## src/hw/load_shed_defs.vh

```
`ifndef LOAD_SHED_DEFS_VH
`define LOAD_SHED_DEFS_VH

// ----------------------------------------------------------------------------
// timing
// ----------------------------------------------------------------------------
`define CLK_HZ 50000000
`define TICK_MS_TIME 1
`define MS_PER_S 10'd1000
`define SHED_HOLD_S 7'd120
`define LONG_PRESS_MS 12'd2000
`define VIEW_TIMEOUT_MS 13'd5000
`define SETTLE_MS 10'd500
`define FLASH_HALF_MS 10'd250

// ----------------------------------------------------------------------------
// service limits in amps
// ----------------------------------------------------------------------------
`define LIMIT_30_A 8'd30
`define LIMIT_20_A 8'd20
`define LIMIT_30_RED_A 8'd24
`define LIMIT_20_RED_A 8'd16
`define DISPLAY_MAX_A 8'd99

// ----------------------------------------------------------------------------
// running average
// ----------------------------------------------------------------------------
`define AVG_SHIFT 13
`define AVG_W 21

// ----------------------------------------------------------------------------
// configuration switch bit positions (bit high = switch on)
// ----------------------------------------------------------------------------
`define SW_ORDER_1 0
`define SW_ORDER_2 1
`define SW_ORDER_3 2
`define SW_GEN_NO_MGMT 3
`define SW_GEN_20A 4

// ----------------------------------------------------------------------------
// relay codes and shed order tables, slot 0 in low bits, first to shed
// ----------------------------------------------------------------------------
`define NUM_RELAYS 5
`define NUM_SLOTS 4
`define ORDER_COL0 12'h888
`define ORDER_COL1 12'h508
`define ORDER_COL2 12'h8C8
`define ORDER_COL3 12'h458
`define ORDER_COL4 12'h858
`define ORDER_COL5 12'h518
`define ORDER_COL6 12'h88B
`define ORDER_COL7 12'h50B

// ----------------------------------------------------------------------------
// apb register map
// ----------------------------------------------------------------------------
`define REG_CTRL 8'h00
`define REG_STATUS 8'h04
`define REG_CURRENT 8'h08
`define CTRL_RESET 1'b1
`define VIEW_AVG_IDX 3'd4

`endif

```

## src/hw/load_shed_ctrl.v

```verilog
// Summary of operation
// - above active limit, shed controlled loads until total falls to limit
// - 8192 second running average above 80 percent of rating lowers limit to 80 percent
// - average back below 80 percent restores full 30 or 20 amp limit
// - reduced limit active lights the readout decimal point
// - shed order comes from configuration switches 1 to 3
// - switch 4 off manages load while generator runs, else unmanaged
// - generator limit is 20 amps with switch 5 on, 30 amps off
// - switches 6 to 8 are ignored
// - five relays exist, only four are controlled per configuration
// - at power-up relays come on one second apart while current is watched
// - overcurrent sheds most recent load and stores the current drop
// - every shed overwrites that load's learned current
// - re-enable only when headroom below limit covers learned value
// - a shed load stays off at least two minutes
// - LED flashes while held off with headroom, steady once energized
// - four load LEDs lit while their load has power
// - readout normally shows measured total current
// - rating starts at 30 amps, indicator lit in 30 amp mode
// - short button press toggles between 30 and 20 amps
// - two second press and release enters learned value view
// - view cycle includes average step when reduced limit active
// - five seconds without press leaves the view
// - switches 1 to 5 ship on; no hardware default beyond pin levels
// - switch pattern selects one of eight fixed relay sequences
`timescale 1ns/10ps
`include "load_shed_defs.vh"
module load_shed_ctrl #(
    parameter MS_CYCLES = `CLK_HZ / 1000 * `TICK_MS_TIME
) (
    input wire core_clk,
    input wire srst,
    input wire [7:0] sensor_amps,
    input wire sensor_valid,
    input wire [7:0] config_switch_bank,
    input wire gen_run,
    input wire select_button_n,
    output reg [4:0] relay_on,
    output reg [3:0] load_led,
    output reg rating_30_led,
    output reg [3:0] display_tens,
    output reg [3:0] display_ones,
    output reg display_dp,
    input wire psel,
    input wire penable,
    input wire pwrite,
    input wire [7:0] paddr,
    input wire [31:0] pwdata,
    output wire pready,
    output reg [31:0] prdata,
    output wire pslverr
);
    localparam ST_RUN = 1'b0;
    localparam ST_SETTLE = 1'b1;

    // ------------------------------------------------------------------------
    // functions
    // ------------------------------------------------------------------------
    function [2:0] slot_relay;
        input [2:0] col;
        input [1:0] slot;
        reg [11:0] word;
        begin
            case (col)
                3'd0: word = `ORDER_COL0;
                3'd1: word = `ORDER_COL1;
                3'd2: word = `ORDER_COL2;
                3'd3: word = `ORDER_COL3;
                3'd4: word = `ORDER_COL4;
                3'd5: word = `ORDER_COL5;
                3'd6: word = `ORDER_COL6;
                default: word = `ORDER_COL7;
            endcase
            slot_relay = word[slot * 3 +: 3];
        end
    endfunction

    // lowest slot that is on: the most recently energized
    function [1:0] first_on;
        input [3:0] on;
        begin
            if (on[0]) first_on = 2'd0;
            else if (on[1]) first_on = 2'd1;
            else if (on[2]) first_on = 2'd2;
            else first_on = 2'd3;
        end
    endfunction

    // highest slot that is off: next to come back
    function [1:0] last_off;
        input [3:0] on;
        begin
            if (!on[3]) last_off = 2'd3;
            else if (!on[2]) last_off = 2'd2;
            else if (!on[1]) last_off = 2'd1;
            else last_off = 2'd0;
        end
    endfunction

    function [3:0] tens_of;
        input [7:0] v;
        reg [7:0] s;
        reg [7:0] q;
        begin
            s = (v > `DISPLAY_MAX_A) ? `DISPLAY_MAX_A : v;
            q = s / 8'd10;
            tens_of = q[3:0];
        end
    endfunction

    function [3:0] ones_of;
        input [7:0] v;
        reg [7:0] s;
        reg [7:0] q;
        begin
            s = (v > `DISPLAY_MAX_A) ? `DISPLAY_MAX_A : v;
            q = s % 8'd10;
            ones_of = q[3:0];
        end
    endfunction

    // ------------------------------------------------------------------------
    // pin synchronisers and tick dividers
    // ------------------------------------------------------------------------
    reg [9:0] pin_meta_r;
    reg [9:0] pin_sync_r;
    reg [31:0] div_r;
    reg [9:0] ms_in_s_r;
    reg ms_tick_r;
    reg sec_tick_r;
    wire [7:0] sw = pin_sync_r[7:0];
    wire gen_s = pin_sync_r[8];
    wire btn_down = ~pin_sync_r[9];

    always @(posedge core_clk) begin
        if (srst) begin
            pin_meta_r <= 10'h200;
            pin_sync_r <= 10'h200;
            div_r <= 32'h00000000;
            ms_in_s_r <= 10'h000;
            ms_tick_r <= 1'b0;
            sec_tick_r <= 1'b0;
        end else begin
            pin_meta_r <= {select_button_n, gen_run, config_switch_bank};
            pin_sync_r <= pin_meta_r;
            ms_tick_r <= 1'b0;
            sec_tick_r <= 1'b0;
            if (div_r == MS_CYCLES - 1) begin
                div_r <= 32'h00000000;
                ms_tick_r <= 1'b1;
                if (ms_in_s_r == `MS_PER_S - 10'd1) begin
                    ms_in_s_r <= 10'h000;
                    sec_tick_r <= 1'b1;
                end else begin
                    ms_in_s_r <= ms_in_s_r + 10'd1;
                end
            end else begin
                div_r <= div_r + 32'd1;
            end
        end
    end

    // ------------------------------------------------------------------------
    // current, average and limit selection
    // ------------------------------------------------------------------------
    reg [7:0] total_r;
    reg [`AVG_W-1:0] avg_acc_r;
    reg avg_mode_r;
    reg service_20_r;
    reg manage_en_r;
    wire [7:0] avg_amps = avg_acc_r[`AVG_W-1:`AVG_SHIFT];
    wire [2:0] order_col = ~sw[`SW_ORDER_3:`SW_ORDER_1];
    wire gen_managed = gen_s & ~sw[`SW_GEN_NO_MGMT];
    wire rate_20 = gen_s ? sw[`SW_GEN_20A] : service_20_r;
    wire [7:0] reduced = rate_20 ? `LIMIT_20_RED_A : `LIMIT_30_RED_A;
    wire [7:0] limit = avg_mode_r ? reduced : (rate_20 ? `LIMIT_20_A : `LIMIT_30_A);
    wire managed = manage_en_r & (~gen_s | gen_managed);

    always @(posedge core_clk) begin
        if (srst) begin
            total_r <= 8'h00;
            avg_acc_r <= {`AVG_W{1'b0}};
            avg_mode_r <= 1'b0;
        end else begin
            if (sensor_valid) begin
                total_r <= sensor_amps;
            end
            if (sec_tick_r) begin
                avg_acc_r <= avg_acc_r - (avg_acc_r >> `AVG_SHIFT) + {{(`AVG_W-8){1'b0}}, total_r};
            end
            if (avg_amps > reduced) begin
                avg_mode_r <= 1'b1;
            end else if (avg_amps < reduced) begin
                avg_mode_r <= 1'b0;
            end
        end
    end

    // ------------------------------------------------------------------------
    // shed and re-enable engine
    // ------------------------------------------------------------------------
    reg state_r;
    reg [3:0] slot_on_r;
    reg [1:0] shed_slot_r;
    reg [7:0] before_r;
    reg [9:0] settle_r;
    reg mem_wr_r;
    reg [7:0] mem_wdata_r;
    reg [2:0] view_idx_r;
    reg view_r;
    wire [7:0] cand_learned;
    wire [7:0] view_learned;
    wire [3:0] hold_busy;
    wire [1:0] cand = last_off(slot_on_r);
    wire [1:0] victim = first_on(slot_on_r);
    wire over = total_r > limit;
    wire headroom_ok = (limit > total_r) && ((limit - total_r) >= cand_learned);
    wire shed_go = (state_r == ST_RUN) && managed && over && (slot_on_r != 4'h0);

    always @(posedge core_clk) begin
        if (srst) begin
            state_r <= ST_RUN;
            slot_on_r <= 4'h0;
            shed_slot_r <= 2'd0;
            before_r <= 8'h00;
            settle_r <= 10'h000;
            mem_wr_r <= 1'b0;
            mem_wdata_r <= 8'h00;
        end else begin
            mem_wr_r <= 1'b0;
            if (!managed) begin
                slot_on_r <= 4'hF;
                state_r <= ST_RUN;
            end else begin
                case (state_r)
                    ST_RUN: begin
                        if (shed_go) begin
                            slot_on_r[victim] <= 1'b0;
                            shed_slot_r <= victim;
                            before_r <= total_r;
                            settle_r <= `SETTLE_MS;
                            state_r <= ST_SETTLE;
                        end else if (sec_tick_r && !over && slot_on_r != 4'hF && !hold_busy[cand] && headroom_ok) begin
                            slot_on_r[cand] <= 1'b1;
                        end
                    end
                    ST_SETTLE: begin
                        if (settle_r == 10'h000) begin
                            mem_wr_r <= 1'b1;
                            mem_wdata_r <= (before_r > total_r) ? before_r - total_r : 8'h00;
                            state_r <= ST_RUN;
                        end else if (ms_tick_r) begin
                            settle_r <= settle_r - 10'd1;
                        end
                    end
                    default: state_r <= ST_RUN;
                endcase
            end
        end
    end

    genvar g;
    generate
        for (g = 0; g < `NUM_SLOTS; g = g + 1) begin : gen_hold
            reg [6:0] hold_r;
            always @(posedge core_clk) begin
                if (srst) begin
                    hold_r <= 7'h00;
                end else if (shed_go && victim == g) begin
                    hold_r <= `SHED_HOLD_S + 7'd1;
                end else if (sec_tick_r && hold_r != 7'h00) begin
                    hold_r <= hold_r - 7'd1;
                end
            end
            assign hold_busy[g] = (hold_r != 7'h00);
        end
    endgenerate

    learned_mem u_learned (
        .core_clk(core_clk),
        .srst(srst),
        .wr_en(mem_wr_r),
        .wr_addr(shed_slot_r),
        .wr_data(mem_wdata_r),
        .rd_addr_a(cand),
        .rd_data_a(cand_learned),
        .rd_addr_b(view_idx_r[1:0]),
        .rd_data_b(view_learned)
    );

    // ------------------------------------------------------------------------
    // service select button and stored value view
    // ------------------------------------------------------------------------
    reg btn_prev_r;
    reg [11:0] press_ms_r;
    reg [12:0] idle_ms_r;

    always @(posedge core_clk) begin
        if (srst) begin
            btn_prev_r <= 1'b0;
            press_ms_r <= 12'h000;
            idle_ms_r <= 13'h0000;
            service_20_r <= 1'b0;
            view_r <= 1'b0;
            view_idx_r <= 3'd0;
        end else if (ms_tick_r) begin
            btn_prev_r <= btn_down;
            if (btn_down) begin
                idle_ms_r <= 13'h0000;
                if (press_ms_r != `LONG_PRESS_MS) begin
                    press_ms_r <= press_ms_r + 12'd1;
                end
            end else begin
                press_ms_r <= 12'h000;
                if (view_r && idle_ms_r == `VIEW_TIMEOUT_MS - 13'd1) begin
                    view_r <= 1'b0;
                end else if (view_r) begin
                    idle_ms_r <= idle_ms_r + 13'd1;
                end
            end
            if (btn_prev_r && !btn_down) begin
                if (view_r) begin
                    if (view_idx_r == `VIEW_AVG_IDX) begin
                        view_idx_r <= 3'd0;
                    end else if (view_idx_r == 3'd3) begin
                        view_idx_r <= avg_mode_r ? `VIEW_AVG_IDX : 3'd0;
                    end else begin
                        view_idx_r <= view_idx_r + 3'd1;
                    end
                end else if (press_ms_r == `LONG_PRESS_MS) begin
                    view_r <= 1'b1;
                    idle_ms_r <= 13'h0000;
                    if (view_idx_r == `VIEW_AVG_IDX && !avg_mode_r) begin
                        view_idx_r <= 3'd0;
                    end
                end else begin
                    service_20_r <= ~service_20_r;
                end
            end
        end
    end

    // ------------------------------------------------------------------------
    // relays, indicators and readout
    // ------------------------------------------------------------------------
    reg [9:0] flash_ms_r;
    reg flash_r;
    reg [4:0] relay_nxt;
    reg [3:0] led_nxt;
    reg [7:0] shown;
    integer r;
    integer s;

    always @* begin
        relay_nxt = 5'h00;
        for (r = 0; r < `NUM_RELAYS; r = r + 1) begin
            for (s = 0; s < `NUM_SLOTS; s = s + 1) begin
                if (slot_on_r[s] && slot_relay(order_col, s[1:0]) == r[2:0]) begin
                    relay_nxt[r] = 1'b1;
                end
            end
        end
        led_nxt = slot_on_r;
        if (managed && !slot_on_r[cand] && hold_busy[cand] && headroom_ok && flash_r) begin
            led_nxt[cand] = 1'b1;
        end
        shown = total_r;
        if (view_r) begin
            led_nxt = 4'h0;
            if (view_idx_r == `VIEW_AVG_IDX) begin
                shown = avg_amps;
            end else begin
                led_nxt[view_idx_r[1:0]] = 1'b1;
                shown = view_learned;
            end
        end
    end

    always @(posedge core_clk) begin
        if (srst) begin
            flash_ms_r <= 10'h000;
            flash_r <= 1'b0;
            relay_on <= 5'h00;
            load_led <= 4'h0;
            rating_30_led <= 1'b1;
            display_tens <= 4'h0;
            display_ones <= 4'h0;
            display_dp <= 1'b0;
        end else begin
            if (ms_tick_r) begin
                if (flash_ms_r == `FLASH_HALF_MS - 10'd1) begin
                    flash_ms_r <= 10'h000;
                    flash_r <= ~flash_r;
                end else begin
                    flash_ms_r <= flash_ms_r + 10'd1;
                end
            end
            relay_on <= relay_nxt;
            load_led <= led_nxt;
            rating_30_led <= ~service_20_r;
            display_tens <= tens_of(shown);
            display_ones <= ones_of(shown);
            display_dp <= avg_mode_r;
        end
    end

    // ------------------------------------------------------------------------
    // apb slave, zero wait states, read data latched in setup phase
    // ------------------------------------------------------------------------
    wire addr_ok = (paddr == `REG_CTRL) || (paddr == `REG_STATUS) || (paddr == `REG_CURRENT);
    assign pready = 1'b1;
    assign pslverr = psel & penable & ~addr_ok;

    always @(posedge core_clk) begin
        if (srst) begin
            manage_en_r <= `CTRL_RESET;
            prdata <= 32'h00000000;
        end else begin
            if (psel && penable && pwrite && paddr == `REG_CTRL) begin
                manage_en_r <= pwdata[0];
            end
            if (psel && !penable) begin
                case (paddr)
                    `REG_CTRL: prdata <= {31'h00000000, manage_en_r};
                    `REG_STATUS: prdata <= {16'h0000, limit, gen_managed, view_r, service_20_r, avg_mode_r,
                                            slot_on_r};
                    `REG_CURRENT: prdata <= {16'h0000, avg_amps, total_r};
                    default: prdata <= 32'h00000000;
                endcase
            end
        end
    end
endmodule

```

## src/hw/learned_mem.v

```verilog
`timescale 1ns/10ps
module learned_mem (
    input wire core_clk,
    input wire srst,
    input wire wr_en,
    input wire [1:0] wr_addr,
    input wire [7:0] wr_data,
    input wire [1:0] rd_addr_a,
    output reg [7:0] rd_data_a,
    input wire [1:0] rd_addr_b,
    output reg [7:0] rd_data_b
);
    reg [7:0] mem_r [0:3];
    integer i;

    // ------------------------------------------------------------------------
    // storage, cleared at reset so nothing is assumed about any load
    // ------------------------------------------------------------------------
    always @(posedge core_clk) begin
        if (srst) begin
            for (i = 0; i < 4; i = i + 1) begin
                mem_r[i] <= 8'h00;
            end
            rd_data_a <= 8'h00;
            rd_data_b <= 8'h00;
        end else begin
            if (wr_en) begin
                mem_r[wr_addr] <= wr_data;
            end
            rd_data_a <= mem_r[rd_addr_a];
            rd_data_b <= mem_r[rd_addr_b];
        end
    end
endmodule

```

## config.mk

```make
export PLATFORM = sky130hd
export DESIGN_NAME = load_shed_ctrl
export DESIGN_NICKNAME = d
export VERILOG_FILES = /design/src/hw/load_shed_ctrl.v /design/src/hw/learned_mem.v
export VERILOG_INCLUDE_DIRS = /design/src /design/src/hw
export SDC_FILE = /design/constraint.sdc
export NUM_CORES = 1
export LEC_CHECK = 0
export BUFFER_PORTS_ARGS = -buffer_cell sky130_fd_sc_hd__buf_2
export CAP_MARGIN = 20
export CORE_MARGIN = 2
export CORE_UTILIZATION = 45
export DETAILED_ROUTE_END_ITERATION = 8
export PLACE_DENSITY = 0.66
export SYNTH_ARGS = -nofsm -noshare
export SYNTH_HDL_FRONTEND = slang
export SYNTH_SLANG_ARGS = --single-unit
```

## constraint.sdc

```tcl
create_clock -name core_clk -period 8.2 [get_ports core_clk]
set_clock_uncertainty 0.1 [all_clocks]
set_input_delay 1.23 -clock core_clk [delete_from_list [all_inputs] [get_ports core_clk]]
set_output_delay 1.23 -clock core_clk [all_outputs]
set_load 0.01 [all_outputs]
```

Word-level counts from Yosys, hierarchy flattened
Memory sizes are Yosys's and may differ from the RTL's. A register that Yosys moved wholly into a read port is not among the register bits.
Index checks and enable logic that the tools add are counted.
Cells by class
  add/sub/neg operators: 15
  multiply operators: 0
  div/mod/pow operators: 2
  magnitude comparators: 13
  eq/ne operators: 41
  shifts and indexed selects: 0
  multiplexer cells: 102
  bitwise gates (word level): 20
  reductions and logical operators: 95
Operators with widths (count)
  12-bit one-hot mux with 7 select lines: 1
  13-bit two-way mux: 6
  7-bit two-way mux: 8
  1-bit logical AND: 50
  10-bit two-way mux: 5
  16-bit one-hot mux with 3 select lines: 1
  1-bit two-way mux: 46
  4-bit two-way mux: 10
  8-bit two-way mux: 5
  3-bit by 2-bit equality test with 1-bit output, second input constant: 11
  32-bit by 1-bit adder with 32-bit output, second input constant: 1
  32-bit by 16-bit equality test with 1-bit output, second input constant: 1
  7-bit nonzero test: 4
  7-bit by 1-bit subtractor with 7-bit output, second input constant: 4
  3-bit equality test, second input constant: 8
  12-bit two-way mux: 2
  21-bit by 8-bit adder with 21-bit output: 1
  21-bit by 8-bit subtractor with 21-bit output: 1
  10-bit by 1-bit adder with 10-bit output, second input constant: 2
  10-bit one-hot mux with 2 select lines: 1
  3-bit two-way mux: 6
  8-bit by 5-bit greater-than comparator with 1-bit output: 2
  2-bit nonzero test: 8
  3-bit by 1-bit equality test with 1-bit output, second input constant: 5
  51 further kinds: 99
Storage, ports and cells
  register bits after elaboration: 250
  bits in latches: 0
  RAM bits: 32
  ROM bits: 0
  input port bits: 64
  output and inout port bits: 53
  logic and storage cells: 329
  memories kept: 1
Memory list
  u_learned.mem_r: depth 4, width 8, read ports 2, clocked after memory_dff 2, wr ports 4, line learned_mem.v:13  | reg [7:0] mem_r [0:3];

Depth between registers and ports, before layout
Gate-level depths: netlist (run 1).
  depth after elaboration: 13
  gate-level depth with buffers: 17
  mapped depth without buffers: 17

Hierarchy
Synthesis (run 1) repeated with hierarchy kept, for this count alone.
Second synthesis, totals
  cells, all modules: 1636
  area total of the unflattened synthesis: 14370.0 µm²
Modules (own cells, without submodules)
  load_shed_ctrl: instances 1, cells each 1486, area an instance 12283.0 µm², sequential area each 4564.4 µm²
  learned_mem: instances 1, cells each 150, area an instance 2087.0 µm², sequential area each 1281.2 µm²

Least setup slack after synthesis (run 1)
No wires, ideal clock.
  path kind: flip-flop to flip-flop
  start: register pin_sync_r[8]
  end: register slot_on_r[1]
  library setup time: 95 ps
  arrival time: 3014 ps
  data required time: 8005 ps
  slack: 4991 ps
  stages on the path, launching flop included: 17
  buffers on the path: 0
  clock period less this slack: 3209 ps
  cells stage by stage: dfxtp_1 -> mux2i_1 -> and2_1 -> inv_1 -> fa_1 -> nor2b_1 -> o21ai_1 -> a21oi_1 -> xnor2_1 -> ha_1 -> o21ai_0 -> a22oi_1 -> o211ai_1 -> or3_1 -> nor2_1 -> o21ai_1 -> a221oi_1
Between the ends
  cells in the longest elaborated chain, start to end: 11
  elaborated cells between the ends (all ways): 27
  classes of those cells: 1 x add/sub; 3 x order compare; 2 x eq/ne; 7 x mux; 4 x bitwise; 10 x reduce/logical
Ends and longest elaborated chain
  start: declaration: line load_shed_ctrl.v:126  | reg [9:0] pin_sync_r;
  start signal: assignment: line load_shed_ctrl.v:145  | pin_sync_r <= pin_meta_r;
  branches (longest 11 deep; another with 5-bit by 8-bit subtractor with 8-bit output)
  end signal: assignment: line load_shed_ctrl.v:232  | slot_on_r <= 4'hF;
  end signal: indexed assignment: line load_shed_ctrl.v:238  | slot_on_r[victim] <= 1'b0;
  end signal: indexed assignment: line load_shed_ctrl.v:244  | slot_on_r[cand] <= 1'b1;
  end: declaration: line load_shed_ctrl.v:203  | reg [3:0] slot_on_r;
Several ways; the timed one is not identified. The select of a mux whose other input is x is not followed.
A chain may end at the register's enable or synchronous reset.

Final worst setup path (run 1)
  start: register pin_sync_r[8]
  end: register slot_on_r[2]
The elaborated chain is that of the path after synthesis.

==> impl_metrics.toml, run 1 <==
[worst_setup_path]
endpoint_kind = "flip-flop"
rrSetupSlack_ns = 4.13
worst_r2r_startpoint = "pin_sync_r[8]"
path_max_fanout = 22
setup.worst_path.class = "flip-flop to flip-flop"
critPathRequiredTime_ns = 8.58
r2r_end = "slot_on_r[2]"
crit_start = "pin_sync_r[8]"
critPathArrivalTime_ns = 4.44
start_kind = "flip-flop"
reg2reg_depth = 10

[synth]
synth.distinct_cells = 78
synth_top_family_by_area = "simple AND/OR/NAND/NOR gates"
yosys.area_share.simple_pct = 22.7
ys_top_cells_by_area = "dfxtp_1 34%, edfxtp_1 6.8%, nor2_1 5.7%, ha_1 5.6%, a21oi_1 5.1%"
synthTopCellsByCount = "244 x dfxtp_1, 217 x nor2_1, 145 x a21oi_1, 117 x nand2_1, 96 x inv_1"
synth_xor_area_share_pct = 6.42
synthFlopType = "dfxtp_1"
synthArstFlopShare_pct = 0
avgSynthCellArea_um2 = 8.66
ys_warn_count = 0
netlist_instances = 1637
ys_seq_area_share_pct = 41.2
synth-seq-cells = 276
synth_top_cell_area_share_pct = 34.5
synth_compound_area_share_pct = 14.1
synthMuxAreaShare_pct = 3.04
synth-edff-count = 32
mappedNetlistArea_um2 = 14200
synthAdderAreaFrac_pct = 7.13
synth_top_area_cell = "dfxtp_1"
synth.most_common_cell = "dfxtp_1"

[die]
num_rows = 64
design.core.area_um2 = 30800
dieWidth_um = 181
num_io_pins = 117
dieArea_um2 = 32900
floorplan.initialDensity_pct = 46.0
die_y_um = 181

[clocking]
cts.htree.levels = 1
cts.sinks = 276
ctsHoldBuffers = 0
cts.clk_slew.worst_paths_ns = 0.06
clk_latency_ns = 0.57
post_cts_resized = 0
clock_path_buffers = 3
root_buffer = "clkbuf_16"
cts-buffers-inserted = 31
tritoncts = "built"
cts_setup_buffers = 0

[hold_path]
hold_depth = 1
hold_end = "pin_sync_r[9]"
min_from = "pin_meta_r[9]"
hold_class = "flip-flop to flip-flop"

[placement]
io_buffers = 65
dp_cells = 2041
dp_hpwl_mm = 23.0
place.gp.congestion = 0.868

[global_routing]
grtUsageTotal_pct = 19.6
grt_max_degree = 70
grt_pass1_wl_mm = 54.1
antenna_found_initial = 2
grt_pass1_vias = 10836
overflow = 0

[routing]
vias = 11388
drtIter0Drc = 849
detail-route-antenna-nets = 0
drc = 0
drt-total-wl_mm = 32.8
dr.pass1.iters = 5
vias_per_cell = 5.42
routedWlPerCell_um = 15.6

[sta]
period_needed_ns = 4.07
period_share_pct = 49.6
setup-tns-final_ns = 0
finalHoldViolCount = 0
setup_viol = 0
fmax_mhz = 246
slew_violations = 0
tightest_slew_ns = 1.06
slew_headroom_pct = 29.6
rsz0062_at_grt = "no"
fin_hold_ws_ns = 0.307

[final_layout]
nets = 1817
area_growth_pct = 11.8
drive_gt1_share_pct = 9.40
fin_cells = 2101
final.fill_count = 2853

[power_and_ir_drop]
powerDensity_nw_per_um2 = 196
peakVddDrop_mv = 0.167
total_power_mw = 3.10
p_leak_nw = 5.99

[status]
status = "complete, no violations"

[job]
maxCapViolations = 0
worst max-delay path by stage:
stage / to / slack (ns) / depth (start not counted)
3_5_place_dp: slot_on_r[2] / 4.34 / 10
4_1_cts: slot_on_r[2] / 4.32 / 10
2_1_floorplan: slot_on_r[1] / 4.99 / 16
6_report: slot_on_r[2] / 4.13 / 10
3_3_place_gp: slot_on_r[2] / 4.32 / 10
5_1_grt: slot_on_r[2] / 3.99 / 10
cell usage in the layout, fill, tap and decap left out, types with 8 or more instances in the layout:
master     instances
buf_2             64
dfxtp_1          244
or3_1             19
nor2_1           217
conb_1            17
nand2b_1          16
a21oi_1          145
nand3_1           39
mux2i_1           25
nand4_1           37
fa_1              10
a31oi_1            9
nor3_1            50
a22oi_1           21
ha_1              64
nor4_1            19
inv_1             96
edfxtp_1          32
a211oi_1          14
o21ai_1            9
a21o_1            15
xnor2_1           50
nor2b_1           34
and2_1            50
and3_1            14
clkbuf_16         31
nand2_1          117
o21ai_0           33
mux4_2             8
buf_4             10
xor2_1            54
routing by layer:
metal / routed length, µm / global-route usage, % / vias up
li1: - / - / 5768
met1: 15400 / 26.5 / 5316
met2: 14900 / 32.4 / 244
met3: 1580 / 2.77 / 60
met4: 997 / 6.50 / 0
met5: 0 / 0 / -
layout make-up:
class	count	area, µm²	area share, %
Clock buffer	36	815	5.14
Clock inverter	21	273	1.72
Sequential cell	276	5850	36.9
Inverter	96	360	2.27
Tap cell	396	495	3.13
Antenna cell	2	5.00	0.0316
Multi-Input combinational cell	1198	7640	48.2
Timing Repair Buffer	76	418	2.64
registers in the layout, indices dropped and copies added (netlist names), 12 cells and up:
name and flops:
prdata 16, u_learned.mem_r 32, avg_acc_r 21, gen_hold.hold_r 28, div_r 32, idle_ms_r 13, press_ms_r 12
power by group:
| part | internal, mW | switching, mW | leakage, nW |
|---|---|---|---|
| sequential | 1.39 | 0.0181 | 2.31 |
| clock | 0.899 | 0.568 | 0.524 |
| combinational | 0.0923 | 0.138 | 3.16 |
| total | 2.38 | 0.725 | 5.99 |
logic make-up after synthesis:
family          count (synthesis)
compound gates                316
xor+xnor                      104
fa+ha+maj                      75
buf+inv                       178
flops                         276
mux                            33
other cells                     2
simple gates                  653
critical path: stages (launching register included):
cell and delay (ns):
dfxtp_1 0.37, mux2i_1 0.58, and2_1 0.27, inv_1 0.07, fa_1 0.40, nor2b_1 0.13, o21ai_1 0.11, a2111oi_2 0.57
nand2b_1 0.89, o31ai_1 0.17, a221oi_1 0.31
stage by stage:
stage / util [%] / worst slack, ns / cell area (µm²)
final: 51.4 / 4.13 / 15900
after global routing: 51.4 / 3.99 / 15900
after CTS: 51.4 / 4.32 / 15800
after detailed placement: 47.8 / 4.34 / 14800
after global placement: 47.8 / 4.32 / 14800
after floorplan: - / 4.99 / 14200
Power figures use the tool's default switching activity.
==> run 2: changes to the inputs <==
==> constraint.sdc (replaced) <==
create_clock -name core_clk -period 4.09 [get_ports core_clk]
set_clock_uncertainty 0.1 [all_clocks]
set_input_delay 0.6135 -clock core_clk [delete_from_list [all_inputs] [get_ports core_clk]]
set_output_delay 0.6135 -clock core_clk [all_outputs]
set_load 0.01 [all_outputs]
==> run 2 against run 1 <==
Against the previous run:
- worst hold slack got worse by 0.15 ns
- register-to-register slack got worse by 3.7 ns
- die area did not move
- combinational power rose by 100%
- clock power rose by 95%
==> impl_metrics.toml, run 2 (synthesized netlist as in run 1, its figures left out) <==
[status]
status = "complete, no violations"

[hold_path]
min_from = "select_button_n"
hold_class = "primary input to flip-flop"
hold_depth = 2
hold_end = "pin_meta_r[9]"

[power_and_ir_drop]
p_sw_share_pct = 23.1
p_leak_nw = 6.07
peakVddDrop_mv = 0.361
total_power_mw = 6.14
p_clk_share_pct = 46.5
power_frac_seq_pct = 45.8
p_switching_mw = 1.42
p_comb_share_pct = 7.7
internal_power_mw = 4.73
powerDensity_nw_per_um2 = 385

[clocking]
clock_path_buffers = 3
post_cts_resized = 0
cts-buffers-inserted = 30
cts_setup_buffers = 0
clk_latency_ns = 0.56
ctsHoldBuffers = 0
tritoncts = "built"
cts.clk_slew.worst_paths_ns = 0.06
cts.htree.levels = 1
cts.sinks = 276
root_buffer = "clkbuf_16"

[die]
num_io_pins = 117
num_rows = 64
dieArea_um2 = 32900
design.core.area_um2 = 30800
dieWidth_um = 181
die_y_um = 181
floorplan.initialDensity_pct = 46.0

[worst_setup_path]
worst_r2r_startpoint = "pin_sync_r[8]"
path_max_fanout = 3
reg2reg_depth = 17
critPathRequiredTime_ns = 4.46
slowest_delay_ns = 0.37
rrSetupSlack_ns = 0.42
start_kind = "flip-flop"
crit_start = "pin_sync_r[8]"
slowest_stage = "dfxtp_1"
path_cells = "mux2i_1 -> and2_1 -> ha_1 -> a21o_1 -> a21o_1 -> nand2_1 -> nand2_1 -> nand3_1 -> xnor2_1 -> ha_1 -> o21ai_0 -> a22oi_1 -> o211ai_1 -> or3_1 -> nor2_1 -> o21ai_1 -> a221oi_1"
endpoint_kind = "flip-flop"
r2r_end = "slot_on_r[1]"
critPathArrivalTime_ns = 4.03
setup.worst_path.class = "flip-flop to flip-flop"

[routing]
drt-total-wl_mm = 33.4
vias_per_cell = 5.46
dr.pass1.iters = 4
routedWlPerCell_um = 15.8
drtIter0Drc = 716
detail-route-antenna-nets = 0
vias = 11532
drc = 0

[global_routing]
grt_pass1_wl_mm = 54.8
antenna_found_initial = 0
grtUsageTotal_pct = 19.9
overflow = 0
grt_max_degree = 79
grt_pass1_vias = 11062

[sta]
fmax_mhz = 273
tightest_slew_ns = 1.13
finalHoldViolCount = 0
rsz0062_at_grt = "no"
period_needed_ns = 3.67
slew_headroom_pct = 24.2
setup_viol = 0
period_share_pct = 89.6
setup-tns-final_ns = 0
slew_violations = 0

[final_layout]
drive_gt1_share_pct = 10.3
final_common_cell = "dfxtp_1"
diodes = 0
reg_top3 = "div_r (32), u_learned.mem_r (32), gen_hold.hold_r (28)"
final.fill_count = 2819
fin_cells = 2114
area_growth_pct = 12.5
layout_common_cells = "244 x dfxtp_1, 217 x nor2_1, 145 x a21oi_1"
utilization_pct = 51.7
nets = 1832

[placement]
dp_cells = 2058
dp_hpwl_mm = 23.6
io_buffers = 65
place.gp.congestion = 0.851

[job]
maxCapViolations = 0
-- run 2: cell types whose count changed in the layout (fill, tap and decap cells not counted), moves of 2 or more --
cell,previous run,this run
clkinv_4,0,2
clkinv_1,5,0
buf_4,10,27
clkinv_2,4,2
clkinvlp_2,3,0
diode_2,2,0
bufinv_16,6,3
clkbuf_8,2,10
clkbuf_1,3,6
-- run 2: cell type report --
type                       count  area (µm²)  area share [%]
tap                          396         495            3.11
timing repair buffer          92         534            3.35
clock inverter                 8         125           0.785
clock buffer                  48         941            5.90
multi-input combinational   1198        7640            47.9
sequential                   276        5850            36.7
inverter                      96         360            2.26
-- run 2: power groups by stage --
stage | registers (mW) | logic, mW | clock network, mW
2_1_floorplan | 2.86 | 0.356 | 0
3_3_place_gp | 2.87 | 0.459 | 0
3_5_place_dp | 2.87 | 0.467 | 0
4_1_cts | 2.81 | 0.471 | 2.92
5_1_grt | 2.82 | 0.527 | 3.02
6_report | 2.81 | 0.473 | 2.86
-- run 2: critical path: cells and delay by family (launching register included) --
family	cells	cell delay, ns
mux	1	0.34
simple gates	6	0.97
flops	1	0.37
compound gates	7	1.17
xor+xnor	1	0.08
fa+ha+maj	2	0.56
-- run 2: stage by stage --
stage	hold slack (ns)	setup WS, ns	instance area (µm²)
6_report	0.156	0.425	15900
5_1_grt	0.154	0.124	15900
4_1_cts	0.138	0.429	15900
3_5_place_dp	0.301	0.460	14900
3_3_place_gp	0.297	0.471	14900
2_1_floorplan	0.289	0.881	14200
-- run 2: how the worst max path moves through the flow --
stage                          endpoint  slack [ns]  depth (start not counted)
after floorplan            slot_on_r[1]        0.88                         16
after global placement    avg_acc_r[17]        0.47                         12
after detailed placement  avg_acc_r[17]        0.46                         12
after CTS                 avg_acc_r[17]        0.43                         12
after global routing      avg_acc_r[17]        0.12                         12
final                      slot_on_r[1]        0.42                         17
-- run 2: per-layer routing --
layer,vias to the layer above,track usage (%),share of wire [%]
met5,-,0,0
met4,0,5.63,2.5
met3,51,2.75,4.5
met2,233,33.8,46
met1,5464,26.5,47
li1,5784,-,-
